## src/aerue_pkg.sv

```systemverilog
// Shared constants and types for the uncorrectable error register bank.
// Assumes a 32-bit APB slave with byte addresses inside one function's
// configuration space.
package aerue_pkg;

  // ****************************************************************
  // Register map
  // ****************************************************************
  localparam logic [11:0] AERUE_OFS_HEADER   = 12'h100;
  localparam logic [11:0] AERUE_OFS_FLAGS    = 12'h104;
  localparam logic [11:0] AERUE_OFS_SUPPRESS = 12'h108;

  // ****************************************************************
  // Capability header fields
  // ****************************************************************
  localparam int          AERUE_HDR_ID_LSB   = 0;
  localparam int          AERUE_HDR_VER_LSB  = 16;
  localparam int          AERUE_HDR_NEXT_LSB = 20;
  localparam logic [15:0] AERUE_HDR_ID       = 16'h0001;
  localparam logic [3:0]  AERUE_HDR_VER      = 4'h1;
  localparam logic [11:0] AERUE_HDR_NEXT     = 12'h140;

  // ****************************************************************
  // Error bit positions and reset values
  // ****************************************************************
  localparam int AERUE_BIT_TRAIN    = 0;
  localparam int AERUE_BIT_DLPROT   = 4;
  localparam int AERUE_BIT_POISON   = 12;
  localparam int AERUE_BIT_FCPROT   = 13;
  localparam int AERUE_BIT_CPLTO    = 14;
  localparam int AERUE_BIT_CPLABT   = 15;
  localparam int AERUE_BIT_UNEXCPL  = 16;
  localparam int AERUE_BIT_RXOVF    = 17;
  localparam int AERUE_BIT_MALF     = 18;
  localparam int AERUE_BIT_E2ECRC   = 19;
  localparam int AERUE_BIT_UNSUPREQ = 20;
  localparam int AERUE_BIT_ACSVIOL  = 21;

  localparam logic [31:0] AERUE_IMPL_MASK     = 32'h003F_F011;
  localparam logic [31:0] AERUE_FLAGS_RESET   = 32'h0000_0000;
  localparam logic [31:0] AERUE_SUPPRESS_RESET = 32'h0000_0000;

  // ****************************************************************
  // Types
  // ****************************************************************
  // One bit per uncorrectable error class
  typedef struct packed {
    logic acs_violation;
    logic unsupported_req;
    logic e2e_crc;
    logic malformed;
    logic rx_overflow;
    logic unexpected_cpl;
    logic completer_abort;
    logic cpl_timeout;
    logic fc_protocol;
    logic poisoned;
    logic dl_protocol;
    logic training;
  } aerue_err_t;

endpackage : aerue_pkg

```

## src/aerue_regs.sv

```systemverilog
// Uncorrectable error reporting registers of one switch port: capability
// header, sticky error flags and suppress mask, reached over APB.
// Assumes event strobes come from logic on pclk, one cycle per event.
//
// How it works
// - Header low sixteen bits always read 0001h as capability identifier.
// - Header bits 19:16 always read version value 1h.
// - Header bits 31:20 read-only next pointer, fixed at 140h.
// - Bit 0 sets on training error; all flags reset zero, write-one clears.
// - Bit 4 sets on data link layer protocol error.
// - Bit 12 sets on poisoned packet received or generated.
// - Bit 13 sets on flow control protocol error.
// - Bit 14 sets on completion timeout.
// - Bit 15 sets on completer abort.
// - Bit 16 sets on completion matching no outstanding request.
// - Bit 17 sets on receive buffer overflow.
// - Bit 18 sets on malformed packet received.
// - Bit 19 sets on end-to-end CRC error.
// - Bit 20 sets on unsupported request.
// - Bit 21 sets on access control services violation.
// - Suppress bit blocks logging and error message; read-write, resets zero.
// - Suppress bits sit at the same positions as the flag bits.
`timescale 1ns/1ns
module aerue_regs (
  // Clock and reset
  input  wire logic              pclk,
  input  wire logic              presetn,
  // APB slave
  input  wire logic              psel,
  input  wire logic              penable,
  input  wire logic              pwrite,
  input  wire logic [11:0]       paddr,
  input  wire logic [31:0]       pwdata,
  input  wire logic [3:0]        pstrb,
  output logic                   pready,
  output logic [31:0]            prdata,
  output logic                   pslverr,
  // Error events from the port core, one-cycle strobes
  input  aerue_pkg::aerue_err_t  err_event,
  input  wire logic              poison_generated,
  // Reporting towards header log and message generation
  output aerue_pkg::aerue_err_t  err_report,
  output aerue_pkg::aerue_err_t  err_flags,
  output logic                   irq
);

  // ****************************************************************
  // Helpers
  // ****************************************************************
  // Spread the packed error classes onto their register positions
  function automatic logic [31:0] to_vec(input aerue_pkg::aerue_err_t e);
    logic [31:0] v;
    v = 32'h0000_0000;
    v[aerue_pkg::AERUE_BIT_TRAIN]    = e.training;
    v[aerue_pkg::AERUE_BIT_DLPROT]   = e.dl_protocol;
    v[aerue_pkg::AERUE_BIT_POISON]   = e.poisoned;
    v[aerue_pkg::AERUE_BIT_FCPROT]   = e.fc_protocol;
    v[aerue_pkg::AERUE_BIT_CPLTO]    = e.cpl_timeout;
    v[aerue_pkg::AERUE_BIT_CPLABT]   = e.completer_abort;
    v[aerue_pkg::AERUE_BIT_UNEXCPL]  = e.unexpected_cpl;
    v[aerue_pkg::AERUE_BIT_RXOVF]    = e.rx_overflow;
    v[aerue_pkg::AERUE_BIT_MALF]     = e.malformed;
    v[aerue_pkg::AERUE_BIT_E2ECRC]   = e.e2e_crc;
    v[aerue_pkg::AERUE_BIT_UNSUPREQ] = e.unsupported_req;
    v[aerue_pkg::AERUE_BIT_ACSVIOL]  = e.acs_violation;
    return v;
  endfunction : to_vec

  function automatic aerue_pkg::aerue_err_t to_err(input logic [31:0] v);
    aerue_pkg::aerue_err_t e;
    e.training        = v[aerue_pkg::AERUE_BIT_TRAIN];
    e.dl_protocol     = v[aerue_pkg::AERUE_BIT_DLPROT];
    e.poisoned        = v[aerue_pkg::AERUE_BIT_POISON];
    e.fc_protocol     = v[aerue_pkg::AERUE_BIT_FCPROT];
    e.cpl_timeout     = v[aerue_pkg::AERUE_BIT_CPLTO];
    e.completer_abort = v[aerue_pkg::AERUE_BIT_CPLABT];
    e.unexpected_cpl  = v[aerue_pkg::AERUE_BIT_UNEXCPL];
    e.rx_overflow     = v[aerue_pkg::AERUE_BIT_RXOVF];
    e.malformed       = v[aerue_pkg::AERUE_BIT_MALF];
    e.e2e_crc         = v[aerue_pkg::AERUE_BIT_E2ECRC];
    e.unsupported_req = v[aerue_pkg::AERUE_BIT_UNSUPREQ];
    e.acs_violation   = v[aerue_pkg::AERUE_BIT_ACSVIOL];
    return e;
  endfunction : to_err

  // Byte enables widened to a bit mask
  function automatic logic [31:0] strb_mask(input logic [3:0] s);
    logic [31:0] m;
    m = 32'h0000_0000;
    for (int i = 0; i < 4; i++) begin
      m[i*8 +: 8] = {8{s[i]}};
    end
    return m;
  endfunction : strb_mask

  // ****************************************************************
  // Bus decode
  // ****************************************************************
  logic        access;
  logic        wr_en;
  logic        hit_hdr;
  logic        hit_flags;
  logic        hit_supp;
  logic        unmapped;
  logic [31:0] wmask;
  logic [31:0] hdr_value;
  logic [31:0] evt_vec;

  // Zero wait states: every access completes in its first access cycle
  assign pready    = 1'b1;
  assign access    = psel & penable;
  assign wr_en     = access & pwrite;
  assign hit_hdr   = (paddr == aerue_pkg::AERUE_OFS_HEADER);
  assign hit_flags = (paddr == aerue_pkg::AERUE_OFS_FLAGS);
  assign hit_supp  = (paddr == aerue_pkg::AERUE_OFS_SUPPRESS);
  assign unmapped  = ~(hit_hdr | hit_flags | hit_supp);
  assign wmask     = strb_mask(pstrb) & pwdata & aerue_pkg::AERUE_IMPL_MASK;

  // Header is hard wired; writes to it are dropped without error
  assign hdr_value = {aerue_pkg::AERUE_HDR_NEXT,
                      aerue_pkg::AERUE_HDR_VER,
                      aerue_pkg::AERUE_HDR_ID};

  // Poisoned packet counts whether seen inbound or made here
  always_comb begin
    aerue_pkg::aerue_err_t ev;
    ev          = err_event;
    ev.poisoned = err_event.poisoned | poison_generated;
    evt_vec     = to_vec(ev);
  end

  // ****************************************************************
  // Error flags
  // ****************************************************************
  logic [31:0] flags_q;
  logic [31:0] flags_d;
  logic [31:0] supp_q;

  // Set beats clear so a strobe in the clearing cycle is never lost
  always_comb begin
    flags_d = flags_q;
    if (wr_en && hit_flags) begin
      flags_d = flags_q & ~wmask;
    end
    // Suppress plays no part here: masked events still land
    flags_d = (flags_d | evt_vec) & aerue_pkg::AERUE_IMPL_MASK;
  end

  always_ff @(posedge pclk or negedge presetn) begin
    if (!presetn) begin
      flags_q <= aerue_pkg::AERUE_FLAGS_RESET;
    end else begin
      flags_q <= flags_d;
    end
  end

  // ****************************************************************
  // Suppress mask
  // ****************************************************************
  always_ff @(posedge pclk or negedge presetn) begin
    if (!presetn) begin
      supp_q <= aerue_pkg::AERUE_SUPPRESS_RESET;
    end else if (wr_en && hit_supp) begin
      // Only lanes enabled by pstrb change; reserved bits stay zero
      supp_q <= (supp_q & ~(strb_mask(pstrb) & aerue_pkg::AERUE_IMPL_MASK))
              | wmask;
    end
  end

  // ****************************************************************
  // Reporting
  // ****************************************************************
  // Registered so log and message logic see clean one-cycle pulses
  always_ff @(posedge pclk or negedge presetn) begin
    if (!presetn) begin
      err_report <= '0;
    end else begin
      err_report <= to_err(evt_vec & ~supp_q);
    end
  end

  always_ff @(posedge pclk or negedge presetn) begin
    if (!presetn) begin
      irq <= 1'b0;
    end else begin
      irq <= |(flags_d & ~supp_q);
    end
  end

  assign err_flags = to_err(flags_q);

  // ****************************************************************
  // Read data
  // ****************************************************************
  always_ff @(posedge pclk or negedge presetn) begin
    if (!presetn) begin
      prdata  <= 32'h0000_0000;
      pslverr <= 1'b0;
    end else if (psel && !penable) begin
      // Captured in setup so data is stable through the access cycle
      pslverr <= unmapped;
      if (pwrite || unmapped) begin
        prdata <= 32'h0000_0000;
      end else if (hit_hdr) begin
        prdata <= hdr_value;
      end else if (hit_flags) begin
        prdata <= flags_q & aerue_pkg::AERUE_IMPL_MASK;
      end else begin
        prdata <= supp_q & aerue_pkg::AERUE_IMPL_MASK;
      end
    end else if (!psel) begin
      prdata  <= 32'h0000_0000;
      pslverr <= 1'b0;
    end
  end

endmodule : aerue_regs

```

## config.mk

```make
export PLATFORM = sky130hd
export DESIGN_NAME = aerue_regs
export DESIGN_NICKNAME = d
export VERILOG_FILES = /design/src/aerue_pkg.sv /design/src/aerue_regs.sv
export SDC_FILE = /design/constraint.sdc
export NUM_CORES = 1
export LEC_CHECK = 0
export BUFFER_PORTS_ARGS = -buffer_cell sky130_fd_sc_hd__buf_2
export CORE_MARGIN = 2
export CORE_UTILIZATION = 26
export DETAILED_ROUTE_END_ITERATION = 10
export GPL_ROUTABILITY_DRIVEN = 0
export PLACE_DENSITY = 0.56
export SLEW_MARGIN = 20
export SYNTH_ARGS = -nofsm -noshare
export SYNTH_HDL_FRONTEND = slang
export SYNTH_SLANG_ARGS = --single-unit
```

## constraint.sdc

```tcl
create_clock -name pclk -period 1.21 [get_ports pclk]
set_input_delay 0 -clock pclk [delete_from_list [all_inputs] [get_ports pclk]]
set_output_delay 0 -clock pclk [all_outputs]
set_load 0.05 [all_outputs]
```

After elaboration in Yosys (flattened, before gate mapping). Index checks and enable logic that the tools add are counted. Widths: inputs -> output; s select.

Bitwise logic cells: 16. Equality and inequality tests: 4. Multiplexer cells: 8. Reduce and logical (&&, ||, !) cells: 6.

Operator list (number): $mux 32 (4); $and 22x22->22 (3); $mux 22 (2); $eq 12x9->1 const B (3); $and 22x32->32 (1); $and 32x32->32 (1); $not 22->32 (1); $not 32->32 (1); $or 32x22->32 (1); $reduce_or 32->1 (1); $not 22->22 (1); $or 22x22->22 (1); $logic_and 1x1->1 (3); $or 1x1->1 (3); $and 1x1->1 (2); $mux 1 (2); $ne 2x1->1 const B (1); $logic_not 1->1 (1); $logic_or 1x1->1 (1); $not 1->1 (1).

Logic and storage cells: 51. Input bits: 66. Register bits after elaboration: 90.

Logic depth before layout (Yosys ltp). Gate-level depths: netlist (run 1).

Depth in word-level cells: 7. Mapped depth: 7. Gate-level depth less buffers: 6.

Least setup slack after synthesis (run 1). Ideal clock, no wire load.

Path type: input to register. From: input port paddr[11]. To: register irq. Required time: 1.074 ns. Arrival time: 1.265 ns. Stages on the path: 6. Path buffers: 0. Path slack: -0.191 ns. Cell sequence: nor4bb_1 nand4_2 o31ai_1 a21oi_1 nor4_1 nand3_1.

Cells in the longest elaborated chain, start to end: 6.

Ends and longest elaborated chain: start, declared (line aerue_regs.sv:32) `input wire logic [11:0] paddr,`; $eq 12x9->1 (line aerue_regs.sv:114) `assign hit_flags = (paddr == aerue_pkg::AERUE_OFS_FLAGS);`; $logic_and 1x1->1 (line aerue_regs.sv:142) `if (wr_en && hit_flags) begin`; $mux 22 (line aerue_regs.sv:142); $or 22x22->22 (line aerue_regs.sv:146) `flags_d = (flags_d | evt_vec) & aerue_pkg::AERUE_IMPL_MASK;`; $and 22x32->32 (line aerue_regs.sv:186) `irq <= |(flags_d & ~supp_q);`; $reduce_or 32->1 (line aerue_regs.sv:186); end signal, assigned (line aerue_regs.sv:186); end, declared (line aerue_regs.sv:44) `output logic irq`.

No other way between the ends. A chain may end at the register's enable or synchronous reset.

Worst setup path after layout (run 1).
From: input port paddr[6]. To: register prdata[18].

Cells in the longest elaborated chain, start to end: 7.

Ends and longest elaborated chain: $eq 12x9->1 (on tied branches) (line aerue_regs.sv:113, aerue_regs.sv:114); $or 1x1->1 (2 in series) (line aerue_regs.sv:116) `assign unmapped = ~(hit_hdr | hit_flags | hit_supp);`; $not 1->1 (line aerue_regs.sv:116); $logic_or 1x1->1 (line aerue_regs.sv:202) `if (pwrite || unmapped) begin`; $mux 32 * (line aerue_regs.sv:202); $mux 32 * (line aerue_regs.sv:199) `end else if (psel && !penable) begin`; end signal, assigned (line aerue_regs.sv:205) `prdata <= hdr_value;`; end signal, assigned (line aerue_regs.sv:207) `prdata <= flags_q & aerue_pkg::AERUE_IMPL_MASK;`; end signal, assigned (line aerue_regs.sv:209) `prdata <= supp_q & aerue_pkg::AERUE_IMPL_MASK;`; end, declared (line aerue_regs.sv:36) `output logic [31:0] prdata,`.

Every way passes the cells marked *; elsewhere a longest branch is shown, timed or not.

==> results of run 1 <==
[cells by family after synthesis]
kind of cell	Yosys count
AO/OA/AOI/OAI	36
XOR/XNOR	1
buffers and inverters	32
AND/OR/NAND/NOR	93
multiplexers	21
flip-flops	51
other	2
[where the power goes]
part	switching (mW)	leakage [nW]	total (mW)	internal [mW]
logic	0.389	1.21	0.571	0.181
registers	0.00595	0.614	1.73	1.73
clock network	0.562	0.0515	1.08	0.523
total	0.957	1.87	3.39	2.43
[final timing paths]
check	endpoint	cells after the start
max	prdata[18]	9
max in group asynchronous	flags_q[21]	3
min	flop	3
min in group asynchronous	prdata[12]	2
max reg2reg	irq	4
min reg2reg	err_report[3]	1
[tightest hold or removal path: stages]
cell	delay, ns
buf_2	0.07
inv_1	0.07
o21ai_1	0.13
[timing repair]
action,4_1_cts,5_1_grt
endpoints found under the hold margin,86,0
gates resized for setup,61,24
pin swaps,22,10
buffers inserted,4,2
hold buffers,25,0
gates cloned,1,0
setup endpoints to repair,31,26
[metrics by stage]
stage / cell area (um2) / hold WS, ns
finish: 3860 / 0.00257
global route: 3860 / 0.00906
CTS: 3760 / 0.0226
detailed placement: 3150 / -0.0476
global placement: 3150 / -0.0474
floorplan: 2510 / -0.296
[layout by cell type (no fill, tap or decap), types with 4 or more instances in the layout]
cell type | Yosys | layout
buf_4 | 20 | 24
mux2_4 | 0 | 7
dlygate4sd3_1 | 0 | 25
a21oi_1 | 5 | 5
conb_1 | 2 | 19
nor3_2 | 0 | 4
nor2b_1 | 8 | 8
nor2_1 | 17 | 16
dfrtp_1 | 51 | 50
buf_6 | 0 | 17
o21ai_2 | 0 | 12
buf_2 | 2 | 80
mux2_2 | 5 | 4
inv_1 | 8 | 8
o21ai_0 | 19 | 4
nand2_1 | 37 | 31
mux2i_1 | 10 | 10
a21o_1 | 6 | 6
nand2_2 | 1 | 4
nor3_1 | 11 | 5
clkbuf_8 | 0 | 7
[cell type report]
cell class                 count  area share, %
tap                          111           3.59
inverter                       8          0.777
clock buffer                   8           2.59
timing repair buffer         147           27.0
multi-input combinational    170           33.0
sequential                    51           33.1
[metal layers]
metal | global-route usage (%) | part of all wire [%]
met1 | 19.2 | 43
met2 | 22.3 | 47
met3 | 4.44 | 8.5
met4 | 5.06 | 1.9
met5 | 0 | 0
==> reports/metrics.csv, run 1 <==
metric,value,unit
status,"complete, but fails checks",
failed_checks,negative setup slack,
dp_slack,-0.629,ns
start_util,26.6,%
final_util,42.2,%
grt_max_degree,37,
ys_seq_elements,51,
drt-pass1-iter-count,4,
min_period,1.37,ns
worstPathArrival,1.61,ns
yosysSeqAreaShare,52.4,%
yosys_warnings,0,
async_reset_ff_share,100,%
design_power_total,3.39,mW
chipHeight,101,um
initialDrtViolationCount,71,
grt_overflow,0,
crit_start,paddr[6],
pwr_density_cell,877,nW/um2
setup_tns,-2.81,ns
grt_pass1_vias,2218,
io_pins,125,
die_area,10100,um2
synth_most_common_cell,dfrtp_1,
syn2layout_area_growth,58.8,%
fillers,896,
synth_area_leaders,"dfrtp_1 52%, buf_4 6.2%, nand2_1 5.7%",
cp_slowest_cell,nor4b_4,
synth_enable_flop_cells,0,
synth-xor-area-share,0.360,%
path_clk_slew,0.09,ns
die_w,101,um
start_kind,primary input,
yosys.area_share.simple,20.8,%
yosysTopAreaCellShare,52.4,%
max_stage_delay,0.38,ns
r2r-start,flags_q[20],
antenna_left,0,
synth_mux_area_share,9.20,%
cts_buffers,5,
finalNetCount,449,
ir_drop,0.000386,V
viasPerCell,4.44,
finalSetupViolCount,26,
cp_max_fo,5,
ff2ff_setup_slack,0.01,ns
multi_input_area,1270,um2
synth_area,2430,um2
netlist_top_cells_count,"51 x dfrtp_1, 37 x nand2_1, 20 x buf_4",
syn_inst,236,
critPathBufInv,4,
netlist.top_cell.by_area,dfrtp_1,
core_area,9150,um2
drt-wirelength-per-cell,14.4,um
vias,2200,
cts_tree,yes,
cts_sinks,51,
synth-compound-area-share,8.79,%
synth_fa_ha_area_share,0,%
dp_hpwl,5.04,mm
slew_violations,0,
layout-drive-gt1-share,47.1,%
max-cap-violations,0,
core.rowCount,35,
p_leak,1.87,nW
critPathTopFamily,simple AND/OR/NAND/NOR gates,
clockRootBuffer,clkbuf_8,
synthFlopType,dfrtp_1,
portBuffers,84,
dp_cells,455,
cpMostUsedCell,buf_6,
finalHoldViolations,0,
post-route-period-util,113,%
hp-start,pwdata[12],
synth_cell_types,36,
fmax,729,MHz
rsz0062_at_grt,true,
grt_util_all_layers,14.4,%
num_antenna_cells,0,
h-tree-depth,2,
timing.final.ws_setup,-0.162,ns
min_path_type,primary input to flop,
grt_pass1_wl,11.3,mm
cts.path.max_buffers,2,
drc,0,
path_class,primary input to flop,
avgSynthCellArea,10.3,um2
drt_wl_total,7.13,mm
synth_top_family_by_area,simple AND/OR/NAND/NOR gates,
critPathRequiredTime,1.45,ns
fin_cells,495,
final.setup_skew,0.00813,ns
area.sequential,1280,um2
clk_latency,0.31,ns
antenna_found_initial,0,
end_kind,flop,
crit_chain,buf_6 -> nor4b_4 -> nand3_2 -> buf_6 -> buf_6 -> nor4b_4 -> nand2_2 -> buf_6 -> o21ai_1,
(Power assumes the default switching activity.)
==> run 2: changes to the inputs <==
Settings changed: SKIP_CTS_REPAIR_TIMING set to 1.
==> run 2 against run 1 <==
  * The run ends with negative hold slack, negative setup slack left
  * Design area decreased by 2.6%
  * Total power fell by 0.41%
  * Via count is 1.7% lower
  * Final cell count is 0.81% lower
  * Combinational power about the same
  * Critical path depth unchanged
  * Maximum frequency shrank 0.39%
  * Worst setup slack got worse by 0.0053 ns
  * Critical path type unchanged
==> reports/metrics.csv, run 2 (synthesis gave the netlist of run 1 again) <==
metric,value,unit,change
status,"complete, but fails checks",,unchanged
failed_checks,"negative hold slack, negative setup slack",,was negative setup slack
dp_cells,455,,unchanged
drt-wirelength-per-cell,14.2,um,was 14.4 um
critPathRequiredTime,1.40,ns,was 1.45 ns
grt_util_all_layers,13.0,%,was 14.4%
layout_commonest_cell,buf_2,,unchanged
antenna_found_initial,0,,unchanged
hold_slack,-0.00662,ns,was 0.00257 ns
chipHeight,101,um,unchanged
worstPathArrival,1.57,ns,was 1.61 ns
min_period,1.38,ns,was 1.37 ns
start_util,26.6,%,unchanged
finalNetCount,445,,was 449
power_frac_comb,16.9,%,about the same
dp_hpwl,5.04,mm,unchanged
hp-start,pwdata[16],,was pwdata[12]
finalSetupViolCount,12,,was 26
io_pins,125,,unchanged
grt_pass1_vias,1996,,was 2218
placed_area,3150,um2,unchanged
fmax,726,MHz,was 729 MHz
final.setup_skew,0.00459,ns,was 0.00813 ns
cts.path.max_buffers,2,,unchanged
drt_wl_total,6.98,mm,was 7.13 mm
core_area,9150,um2,unchanged
grt_max_degree,37,,unchanged
crit_start,paddr[4],,was paddr[6]
finalHoldViolations,2,,was 0
max-cap-violations,0,,unchanged
dp_slack,-0.629,ns,unchanged
switchingPower,0.943,mW,was 0.957 mW
grt_pass1_wl,10.2,mm,was 11.3 mm
num_antenna_cells,0,,unchanged
die_area,10100,um2,unchanged
fin_cells,491,,was 495
fillers,898,,was 896
swShare,28.0,%,was 28.3%
fin_area,3760,um2,was 3860 um2
cp_max_fo,4,,was 5
layout-drive-gt1-share,43.2,%,was 47.1%
seq_power_share,51.3,%,was 51.1%
core.rowCount,35,,unchanged
layout_common_cells,"80 x buf_2, 50 x dfrtp_1, 34 x nand2_1",,"was 80 x buf_2, 50 x dfrtp_1, 31 x nand2_1"
grt_overflow,0,,unchanged
p_leak,1.83,nW,was 1.87 nW
post-route-period-util,114,%,was 113%
cts_sinks,51,,unchanged
path_clk_slew,0.09,ns,about the same
cts_buffers,5,,unchanged
cts_tree,yes,,unchanged
ir_drop,0.000390,V,was 0.000386 V
path_class,primary input to flop,,unchanged
end_kind,flop,,unchanged
timing.final.ws_setup,-0.167,ns,was -0.162 ns
min_path_type,primary input to flop,,unchanged
viasPerCell,4.41,,was 4.44
antenna_left,0,,unchanged
r2r-start,flags_q[21],,was flags_q[20]
die_w,101,um,unchanged
drt-pass1-iter-count,4,,unchanged
pwr_density_cell,896,nW/um2,was 877 nW/um2
clockPowerShare,31.8,%,was 32.0%
portBuffers,84,,unchanged
rsz0062_at_grt,true,,unchanged
start_kind,primary input,,unchanged
clockRootBuffer,clkbuf_8,,unchanged
clk_latency,0.30,ns,was 0.31 ns
vias,2163,,was 2200
h-tree-depth,2,,unchanged
initialDrtViolationCount,74,,was 71
slew_violations,0,,unchanged
drc,0,,unchanged
syn2layout_area_growth,54.6,%,was 58.8%
internal_power,2.43,mW,about the same
## run 2: path summary, 6_finish.rpt
check | cells after the start | slack, ns | to
setup / recovery | 9 | -0.17 | flop
hold / removal | 3 | -0.007 | flags_q[16]
setup reg to reg | 6 | -0.01 | irq
hold reg to reg | 1 | 0.48 | err_report[5]
max in group asynchronous | 3 | 0.52 | flags_q[21]
min in group asynchronous | 2 | 0.15 | flags_q[13]
## run 2: stage by stage
| step | total power [mW] | hold slack [ns] | setup TNS (ns) | utilization (%) |
|---|---|---|---|---|
| after floorplan | 2.09 | -0.296 | -2.73 | - |
| after global placement | 2.24 | -0.0474 | -13.44 | 34.4 |
| after detailed placement | 2.24 | -0.0476 | -14.43 | 34.4 |
| after CTS | 3.31 | -0.383 | -3.35 | 35.5 |
| after global routing | 3.52 | 0.00923 | -2.04 | 41.1 |
| final | 3.37 | -0.00662 | -1.37 | 41.1 |
## run 2: power by group through the flow
stage | combinational, mW | clock [mW] | sequential [mW]
CTS | 0.476 | 1.10 | 1.73
global placement | 0.474 | 0 | 1.76
global route | 0.613 | 1.17 | 1.73
floorplan | 0.239 | 0 | 1.85
detailed placement | 0.475 | 0 | 1.76
finish | 0.570 | 1.07 | 1.73
## run 2: area by class of cell
| cell class | count | area (um2) | area share (%) |
|---|---|---|---|
| multi-input combinational | 170 | 1220 | 32.6 |
| timing repair buffer | 143 | 991 | 26.3 |
| inverter | 8 | 30.0 | 0.798 |
| sequential | 51 | 1280 | 34.0 |
| clock buffer | 8 | 100 | 2.66 |
| tap | 111 | 139 | 3.69 |
## run 2: worst max-delay path, cell delays in order
cell and delay [ns]:
buf_6 0.10, nor4_4 0.24, buf_4 0.18, nand3_4 0.12
nor4b_4 0.31, buf_6 0.17, buf_6 0.11, nand2_4 0.05
mux2_4 0.29
## run 2: layer usage
layer	vias to the layer above	GRT usage (%)	routed length, um
li1	1049	-	-
met1	1040	17.2	3000
met2	69	19.5	3310
met3	5	4.79	588
met4	0	5.06	84
met5	-	0	0
